[config.mk]
export PLATFORM = sky130hd
export DESIGN_NAME = host_control_port
export DESIGN_NICKNAME = d
export VERILOG_FILES = /design/src/rtl/host_port_pkg.sv /design/src/rtl/pin_sync.sv /design/src/rtl/host_control_port.sv
export SDC_FILE = /design/constraint.sdc
export NUM_CORES = 1
export LEC_CHECK = 0
export BUFFER_PORTS_ARGS = -buffer_cell sky130_fd_sc_hd__buf_2
export CORE_MARGIN = 3
export CORE_UTILIZATION = 30
export CTS_CLUSTER_SIZE = 16
export DETAILED_ROUTE_END_ITERATION = 12
export GPL_ROUTABILITY_DRIVEN = 0
export HOLD_SLACK_MARGIN = 0.15
export PLACE_DENSITY_LB_ADDON = 0.2
export SLEW_MARGIN = 20
export SYNTH_ARGS = -nofsm -noshare
export SYNTH_HDL_FRONTEND = slang
export SYNTH_SLANG_ARGS = --single-unit
[constraint.sdc]
create_clock -name core_clk -period 7.13 [get_ports core_clk]
set_clock_uncertainty 0.1 [all_clocks]
set_input_delay 0.3565 -clock core_clk [delete_from_list [all_inputs] [get_ports core_clk]]
set_output_delay 0.3565 -clock core_clk [all_outputs]
set_load 0.03 [all_outputs]
[src/rtl/host_port_pkg.sv]
package host_port_pkg;

  // ------------------------------------------------------------
  // Widths of the host pins
  // ------------------------------------------------------------
  localparam int DATA_W = 8;
  localparam int ADDR_W = 10;
  localparam int ADDR_HI_W = ADDR_W - DATA_W;
  // Control pins, bit positions in the synchroniser bundle.
  localparam int CTL_W = 6;
  localparam int CTL_CS = 0;
  localparam int CTL_RD = 1;
  localparam int CTL_WR = 2;
  localparam int CTL_ALE = 3;
  localparam int CTL_STYLE = 4;
  localparam int CTL_MUX = 5;

  // ------------------------------------------------------------
  // Reset values
  // ------------------------------------------------------------
  // Active-low select, strobes and interrupt rest high, the rest low.
  localparam logic [CTL_W-1:0] CTL_RST = 6'h07;
  localparam logic [ADDR_W-1:0] ADDR_RST = 10'h000;
  localparam logic [DATA_W-1:0] DATA_RST = 8'h00;
  localparam logic IRQ_N_RST = 1'b1;

  // ------------------------------------------------------------
  // Access sequencer states
  // ------------------------------------------------------------
  typedef enum logic [1:0] {
    ST_IDLE = 2'b00,
    ST_READ = 2'b01,
    ST_WRITE = 2'b10
  } access_state_t;

endpackage : host_port_pkg

[src/rtl/pin_sync.sv]
module pin_sync
  import host_port_pkg::*;
#(
  parameter int WIDTH = 1,
  parameter logic [WIDTH-1:0] RST_VAL = '0
) (
  input wire logic core_clk,
  input wire logic reset,
  input wire logic [WIDTH-1:0] pin_in,
  output logic [WIDTH-1:0] pin_sync_out
);

  // ------------------------------------------------------------
  // Two flip-flop synchroniser, one chain per bit
  // ------------------------------------------------------------
  for (genvar i = 0; i < WIDTH; i++) begin : g_bit
    logic meta_ff;
    logic stable_ff;
    always_ff @(posedge core_clk or posedge reset) begin
      if (reset) begin
        meta_ff <= RST_VAL[i];
        stable_ff <= RST_VAL[i];
      end else begin
        meta_ff <= pin_in[i];
        stable_ff <= meta_ff;
      end
    end
    assign pin_sync_out[i] = stable_ff;
  end

endmodule : pin_sync

[src/rtl/host_control_port.sv]
// Notes on behaviour
// - Style pin high selects single-strobe bus.
// - Strobe meaning follows selected style; select is the same in both.
// - Split read valid while read and select low.
// - Write valid while write and select low.
// - Reset held level sensitive, all logic reset.
// - Interrupt request output signals internal event.
// - Eight-bit data bus, device drives on reads.
// - Ten-bit address, multiplexed or separate bus.
// - Select, strobes and interrupt active low, reset active high.
module host_control_port
  import host_port_pkg::*;
(
  input wire logic core_clk,
  input wire logic reset,
  input wire logic bus_style,
  input wire logic addr_mux,
  input wire logic ale,
  input wire logic chip_select_n,
  input wire logic read_strobe_n,
  input wire logic write_strobe_n,
  input wire logic [ADDR_W-1:0] host_addr,
  input wire logic [DATA_W-1:0] host_data_in,
  output logic [DATA_W-1:0] host_data_out,
  output logic host_data_oe,
  output logic irq_n,
  input wire logic event_req,
  output logic reg_rd_stb,
  output logic reg_wr_stb,
  output logic [ADDR_W-1:0] reg_addr,
  output logic [DATA_W-1:0] reg_wr_data,
  input wire logic [DATA_W-1:0] reg_rd_data
);

  // ------------------------------------------------------------
  // Pin synchronisers
  // ------------------------------------------------------------
  logic [CTL_W-1:0] ctl_s;
  logic [ADDR_W-1:0] addr_s;
  logic [DATA_W-1:0] data_s;

  pin_sync #(.WIDTH(CTL_W), .RST_VAL(CTL_RST)) u_ctl_sync (
    .core_clk(core_clk),
    .reset(reset),
    .pin_in({addr_mux, bus_style, ale, write_strobe_n, read_strobe_n, chip_select_n}),
    .pin_sync_out(ctl_s)
  );

  pin_sync #(.WIDTH(ADDR_W), .RST_VAL(ADDR_RST)) u_addr_sync (
    .core_clk(core_clk),
    .reset(reset),
    .pin_in(host_addr),
    .pin_sync_out(addr_s)
  );

  pin_sync #(.WIDTH(DATA_W), .RST_VAL(DATA_RST)) u_data_sync (
    .core_clk(core_clk),
    .reset(reset),
    .pin_in(host_data_in),
    .pin_sync_out(data_s)
  );

  // ------------------------------------------------------------
  // Strobe decode
  // ------------------------------------------------------------
  wire cs_s = ctl_s[CTL_CS];
  wire rd_s = ctl_s[CTL_RD];
  wire wr_s = ctl_s[CTL_WR];
  wire ale_s = ctl_s[CTL_ALE];
  wire style_s = ctl_s[CTL_STYLE];
  wire mux_s = ctl_s[CTL_MUX];
  // In single-strobe style the write pin is a read/write level and the read pin is ignored.
  wire single_rd = ~cs_s & wr_s;
  wire split_rd = ~cs_s & ~rd_s;
  wire rd_act = style_s ? single_rd : split_rd;
  wire wr_act = ~cs_s & ~wr_s;
  wire [ADDR_W-1:0] mux_addr = {addr_s[ADDR_W-1:DATA_W], data_s};

  // ------------------------------------------------------------
  // Address latch for multiplexed buses
  // ------------------------------------------------------------
  logic [ADDR_W-1:0] ale_addr_ff;
  wire [ADDR_W-1:0] nxt_ale_addr = (ale_s & mux_s) ? mux_addr : ale_addr_ff;
  wire [ADDR_W-1:0] eff_addr = mux_s ? ale_addr_ff : addr_s;

  always_ff @(posedge core_clk or posedge reset) begin
    if (reset) begin
      ale_addr_ff <= ADDR_RST;
    end else begin
      ale_addr_ff <= nxt_ale_addr;
    end
  end

  // ------------------------------------------------------------
  // Access sequencer
  // ------------------------------------------------------------
  access_state_t state_ff;
  access_state_t nxt_state;
  logic rd_stb_ff;
  logic wr_stb_ff;
  logic oe_ff;
  logic irq_n_ff;
  logic [ADDR_W-1:0] addr_ff;
  logic [DATA_W-1:0] wdata_ff;
  logic [DATA_W-1:0] dout_ff;

  wire idle = (state_ff == ST_IDLE);
  wire start_rd = idle & rd_act;
  wire start_wr = idle & ~rd_act & wr_act;
  wire end_wr = (state_ff == ST_WRITE) & ~wr_act;

  always_comb begin
    nxt_state = state_ff;
    unique case (state_ff)
      ST_IDLE: begin
        if (start_rd) begin
          nxt_state = ST_READ;
        end else if (start_wr) begin
          nxt_state = ST_WRITE;
        end
      end
      ST_READ: begin
        if (!rd_act) begin
          nxt_state = ST_IDLE;
        end
      end
      ST_WRITE: begin
        if (!wr_act) begin
          nxt_state = ST_IDLE;
        end
      end
      default: begin
        nxt_state = ST_IDLE;
      end
    endcase
  end

  // The bus is driven only while the read window is open.
  wire nxt_oe = (state_ff == ST_READ) & rd_act;
  wire [DATA_W-1:0] nxt_dout = rd_stb_ff ? reg_rd_data : dout_ff;
  // Host data is sampled every cycle of the write window; the last sample is committed.
  wire [DATA_W-1:0] nxt_wdata = (start_wr | ((state_ff == ST_WRITE) & wr_act)) ? data_s : wdata_ff;
  wire [ADDR_W-1:0] nxt_addr = (start_rd | start_wr) ? eff_addr : addr_ff;

  always_ff @(posedge core_clk or posedge reset) begin
    if (reset) begin
      state_ff <= ST_IDLE;
      rd_stb_ff <= 1'b0;
      wr_stb_ff <= 1'b0;
      oe_ff <= 1'b0;
      irq_n_ff <= IRQ_N_RST;
      addr_ff <= ADDR_RST;
      wdata_ff <= DATA_RST;
      dout_ff <= DATA_RST;
    end else begin
      state_ff <= nxt_state;
      rd_stb_ff <= start_rd;
      wr_stb_ff <= end_wr;
      oe_ff <= nxt_oe;
      irq_n_ff <= ~event_req;
      addr_ff <= nxt_addr;
      wdata_ff <= nxt_wdata;
      dout_ff <= nxt_dout;
    end
  end

  assign host_data_out = dout_ff;
  assign host_data_oe = oe_ff;
  assign irq_n = irq_n_ff;
  assign reg_rd_stb = rd_stb_ff;
  assign reg_wr_stb = wr_stb_ff;
  assign reg_addr = addr_ff;
  assign reg_wr_data = wdata_ff;
endmodule : host_control_port

=== After elaboration in Yosys (flattened, before gate mapping) ===
Cells that the tools add are included.

* Bits in registers: 90
* Latch bits: 0
* Memory bits (writable): 0
* Bits in read-only memories: 0
* Word-level logic and storage cells: 89
* Memories: 0

* Add/sub/neg operators: 0
* Multipliers: 0
* Div/mod/pow operators: 0
* Order comparisons: 0
* Equal/unequal tests: 5
* Shift operators: 0
* Muxes and demuxes: 7
* Bitwise logic cells: 18
* Reduce and logical (&&, ||, !) cells: 2

{| class="wikitable"
|+ Operator list
! operator !! count
|-
| AND 1 bit || 10
|-
| two-way mux 10 bit || 1
|-
| two-way mux 2 bit || 4
|-
| NOT 1 bit || 6
|-
| one-hot mux 2 bit (3 select lines) || 1
|-
| != test 2 bit, second input constant || 2
|-
| != test 3 x 1 -> 1 bit, second input constant || 1
|-
| AND reduction 3 bit || 1
|-
| equality test 2 x 1 -> 1 bit, second input constant || 1
|-
| equality test 2 bit, second input constant || 1
|-
| zero test 2 bit || 1
|-
| bitwise OR 1 bit || 2
|-
| two-way mux 1 bit || 1
|}

=== Depth between registers and ports, before layout ===
* Word-level depth: 9
* Mapped depth: 4
* Depth with buffers taken out: 3

=== By module ===
A second synthesis with hierarchy kept.

* Cells, all modules: 180
* Area, all modules: 3115.5 sq um

{| class="wikitable"
|+ By module, submodules not included
! module !! instances !! cells each !! area an instance (sq um)
|-
| host_control_port || 1 || 105 || 1715.4
|-
| pin_sync (u_addr_sync) || 1 || 31 || 579.3
|-
| pin_sync (u_data_sync) || 1 || 25 || 464.2
|-
| pin_sync (u_ctl_sync) || 1 || 19 || 356.6
|}

=== Least setup slack after synthesis ===
No wires, ideal clock.

* Kind: register -> register
* Start: register state_ff[1]
* End: register wdata_ff[0] (netlist: reg_wr_data[0])
* Setup time: 125 ps
* Arrival: 1334 ps
* Data required time: 6905 ps
* Setup slack: 5572 ps
* Stages on the path, launching flop included: 3
* Buffers on the path: 0
* Cell sequence: dfrtp_1 > o31ai_2 > mux2_2

* Longest elaborated chain between the ends: 4
* Elaborated cells between the ends (all ways): 6
* Classes of those cells: eq/ne (1); bitwise (4); reduce/logical (1)

{| class="wikitable"
|+ Ends and longest elaborated chain
! what !! line !! RTL
|-
| start, declared || host_control_port.sv:97 || <nowiki>access_state_t state_ff;</nowiki>
|-
| start signal, assigned || host_control_port.sv:156 || <nowiki>state_ff <= nxt_state;</nowiki>
|-
| zero test 2 bit || host_control_port.sv:107 || <nowiki>wire idle = (state_ff == ST_IDLE);</nowiki>
|-
| AND 1 bit (2 in series) || host_control_port.sv:109 || <nowiki>wire start_wr = idle & ~rd_act & wr_act;</nowiki>
|-
| bitwise OR 1 bit * || host_control_port.sv:142 || <nowiki>wire [DATA_W-1:0] nxt_wdata = (start_wr | ((state_ff == ST_WRITE) & wr_act)) ? data_s : wdata_ff;</nowiki>
|-
| end signal, assigned || host_control_port.sv:162 || <nowiki>wdata_ff <= nxt_wdata;</nowiki>
|-
| end, declared || host_control_port.sv:104 || <nowiki>logic [DATA_W-1:0] wdata_ff;</nowiki>
|}

Every way passes the cells marked *; elsewhere a longest branch is shown, timed or not.
A chain may end at the register's enable or synchronous reset.

=== Worst setup path after layout ===
* Start: register u_ctl_sync.g_bit[1].stable_ff
* End: register addr_ff[5] (netlist: reg_addr[5])

* Longest elaborated chain between the ends: 7
* Elaborated cells between the ends (all ways): 8
* Classes of those cells: mux (1); bitwise (7)

{| class="wikitable"
|+ Ends and longest elaborated chain
! what !! line !! RTL
|-
| start, declared || pin_sync.sv:18 || <nowiki>logic stable_ff;</nowiki>
|-
| start signal, assigned || pin_sync.sv:22 || <nowiki>stable_ff <= RST_VAL[i];</nowiki>
|-
| start signal, assigned || pin_sync.sv:25 || <nowiki>stable_ff <= meta_ff;</nowiki>
|-
| NOT 1 bit * || host_control_port.sv:74 || <nowiki>wire split_rd = ~cs_s & ~rd_s;</nowiki>
|-
| AND 1 bit * || host_control_port.sv:74 ||
|-
| two-way mux 1 bit * || host_control_port.sv:75 || <nowiki>wire rd_act = style_s ? single_rd : split_rd;</nowiki>
|-
| NOT 1 bit || host_control_port.sv:109 ||
|-
| AND 1 bit (2 in series) || host_control_port.sv:109 ||
|-
| bitwise OR 1 bit * || host_control_port.sv:143 || <nowiki>wire [ADDR_W-1:0] nxt_addr = (start_rd | start_wr) ? eff_addr : addr_ff;</nowiki>
|-
| end signal, assigned || host_control_port.sv:161 || <nowiki>addr_ff <= nxt_addr;</nowiki>
|-
| end, declared || host_control_port.sv:103 || <nowiki>logic [ADDR_W-1:0] addr_ff;</nowiki>
|}

Marked as above.

==> results.md <==
- # setup viols final: 0
- H-tree level count: 3
- Register bit total from synthesis: 90
- Final hold viol count: 0
- Grt total ovfl: 0
- Synth top area cells: dfrtp_1, mux2_2, dfstp_2, mux2_4, inv_1
- Critical Path Start Type: flop
- RSZ-0062 raised after global routing: false
- CP max-delay cell: dfstp_2
- Critical path peak fanout: 10
- Final worst-path cycle share: between 20% and 30%
- Largest stage delay, worst path: roughly 560 ps
- Min Tclk post-route: between 1500 and 2000 ps
- PortBufs: 64
- Post-Route WL: about 5100 um
- YS warnings: 0
- Nets: between 200 and 300
- Global-route wire length before repair: between 8000 and 9000 um
- WP data arrival: roughly 2000 ps
- Placed insts: approximately 340
- First-pass DRT Iterations: 4
- Post-synthesis sequential area ratio: between 70% and 80%
- Pint: around 0.80 mW
- Std-Cell Rows: 35
- Place WS: between 5000 and 6000 ps
- Mapped cell area: about 2900 sq um
- Ant diodes: 0
- Critical Path RT: between 7000 and 8000 ps
- Number of global-route vias before repair: 1739
- Logic pwr share: between 10% and 20%
- Die Span X: between 100 and 150 um
- Setup Buffers After CTS: 0
- Distinct cells, synth: 17
- Largest net degree at the start of global routing: around 90
- Sw Share: about 30%
- Setup Total Neg Slack: 0 ps
- EDFF count, synth: 0
- Pins Over Slew Limit: 0
- DR vias: roughly 1600
- FFs w/ async S/R, synth: 100.0%
- First DRT Iteration DRCs: 48
- Net switching power: 0.3373 mW
- Starting density of the core: approximately 31%
- Flop pwr share: ~53%
- Crit end category: flop
- Die footprint: between 10000 and 15000 sq um
- Final Non-Filler Cells: 394
- Final worst slack: approximately 5300 ps
- Remaining DRCs: 0
- Worst Path Class, Setup: flop to flop
- Worst-Margin Slew: between 700 and 800 ps
- Core area: 9371 sq um
- Clock power frac: between 20% and 30%
- Syn_area_per_cell: around 19 sq um
- Clk slew on worst S/H paths: around 90 ps
- Final antenna-violating net count: 0
- CTS sink count: 90
- Static Leakage: 1.823 nW
- CTS max path bufs: 2
- CTS buffer count: 9
- IO Count: 65
- Die Ht: between 100 and 150 um
- Via/cell ratio: about 4.0
- Hpwl dp: around 3100 um
- Main flop type after synthesis: dfrtp_1
- Maximum VDD drop: approximately 0.10 mV
- Post-synth top area cell: dfrtp_1
- Pwr dens: about 290 nW/um^2
- Fin util: 41.87%
- Synth cell count leaders: dfrtp_1, mux2_2, mux2_4
- Top-area cell type share of the netlist area: 71.03%
- F_max: about 540 MHz
- WL per Instance: 13.02 um
- Max cap viols: 0
- Clock root buffer: clkbuf_8
- Synthesis-to-finish area growth: 34.19%
- Critical path cell sequence: nor2b_1 -> a2111o_1 -> mux2_4
- Aggregate global-route resource usage: approximately 10%
- CTS tree: yes
- Cells after synthesis: around 150
- Status: finished clean
- Initial antenna violation count: 0
- Share of cells above drive strength 1: between 50 and 60%
- Max_slew headroom: a little under 50%
- Min-delay worst type: flop to flop
- Syn nets: roughly 190
- Top-count cell post-synth: dfrtp_1
- Clock latency on the worst-skew pair: 340 ps
kinds of logic (layout without fill, tap and decap cells):
| group | count (synthesis) | count (layout) | share of synthesized area, % |
|---|---|---|---|
| AO/OA/AOI/OAI | 3 | 3 | 1.155 |
| buffers and inverters | 7 | 119 | 1.198 |
| flip-flops | 90 | 90 | 77.32 |
| multiplexers | 46 | 46 | 19.00 |
| AND/OR/NAND/NOR | 7 | 7 | 1.326 |
through the flow:
step / hold WS (ps) / total power [mW] / instance area (sq um)
after global placement: 117.9 / 0.8201 / 3396
after CTS: 252.4 / 1.154 / 3911
after detailed placement: 121.0 / 0.8228 / 3396
after global routing: 258.1 / 1.198 / 3924
final: 243.2 / 1.134 / 3924
after floorplan: 231.2 / 0.7551 / 2924
layout by cell type (no fill, tap or decap):
| cell | count |
|---|---|
| a2111oi_1 | 1 |
| clkinv_2 | 2 |
| mux2_4 | 10 |
| inv_6 | 3 |
| nor2_1 | 1 |
| mux2_2 | 36 |
| inv_4 | 1 |
| o31ai_4 | 1 |
| dlygate4sd3_1 | 34 |
| dfstp_2 | 7 |
| nor3b_1 | 1 |
| a2111o_1 | 1 |
| nor2b_1 | 2 |
| clkinvlp_4 | 2 |
| buf_6 | 1 |
| inv_1 | 3 |
| buf_2 | 64 |
| nor3_1 | 1 |
| and2_1 | 1 |
| clkbuf_8 | 9 |
| nand2_1 | 1 |
| dfrtp_1 | 83 |
layer usage:
| metal | vias to the layer above | share of wire [%] | track usage, % | wire length (um) |
|---|---|---|---|---|
| met5 | - | 0 | 0 | 0 |
| met4 | 0 | 3.0 | 5.248 | 154 |
| met3 | 13 | 3.5 | 3.212 | 180 |
| met2 | 36 | 50 | 16.96 | 2558 |
| met1 | 796 | 44 | 12.34 | 2234 |
| li1 | 730 | - | - | - |
cell type report:
type	instances	area [sq um]
timing repair buffer	99	671.9
clock buffer	9	123.9
tap	129	161.4
inverter	4	17.52
clock inverter	7	51.30
sequential	90	2261
fill	887	5448
multi-input combinational	56	636.9
state kept, by name, summed over array words and instances (netlist names), 2 cells and up:
signal and flops:
host_data_out 8, u_data_sync.g_bit.stable_ff 8, u_data_sync.g_bit.meta_ff 8, reg_wr_data 8
state_ff 2, u_addr_sync.g_bit.stable_ff 10, reg_addr 10, u_ctl_sync.g_bit.meta_ff 6
ale_addr_ff 10, u_addr_sync.g_bit.meta_ff 10, u_ctl_sync.g_bit.stable_ff 6
power by group through the flow:
stage	combinational, mW	clock [mW]	sequential (mW)
floorplan	0.0745	0	0.681
global placement	0.208	0	0.612
detailed placement	0.209	0	0.614
CTS	0.223	0.327	0.604
global route	0.236	0.350	0.612
finish	0.220	0.311	0.603
final timing paths:
kind,startpoint,to,slack [ps],depth (start not counted)
worst max register to register,u_ctl_sync.g_bit[1].stable_ff,reg_addr[5],5280,3
max in group asynchronous,reset,host_data_out[5],5710,4
worst min-delay path,u_addr_sync.g_bit[9].meta_ff,u_addr_sync.g_bit[9].stable_ff,240,0
worst min register to register,u_addr_sync.g_bit[9].meta_ff,u_addr_sync.g_bit[9].stable_ff,240,0
min in group asynchronous,reset,u_addr_sync.g_bit[1].meta_ff,310,3
worst max-delay path,u_ctl_sync.g_bit[1].stable_ff,reg_addr[5],5280,3
worst max-delay path: cells and delay by family, from the launching register on:
family	cells	cell delay [ps]
muxes	1	350
AOI/OAI and AO/OA	1	560
DFF	1	560
and+or+nand+nor	1	170
repair_timing:
action | CTS | global route
endpoints found under the hold margin | 36 | 0
hold buffers | 34 | 0
resized for setup | 0 | 0
(Power assumes the default switching activity.)
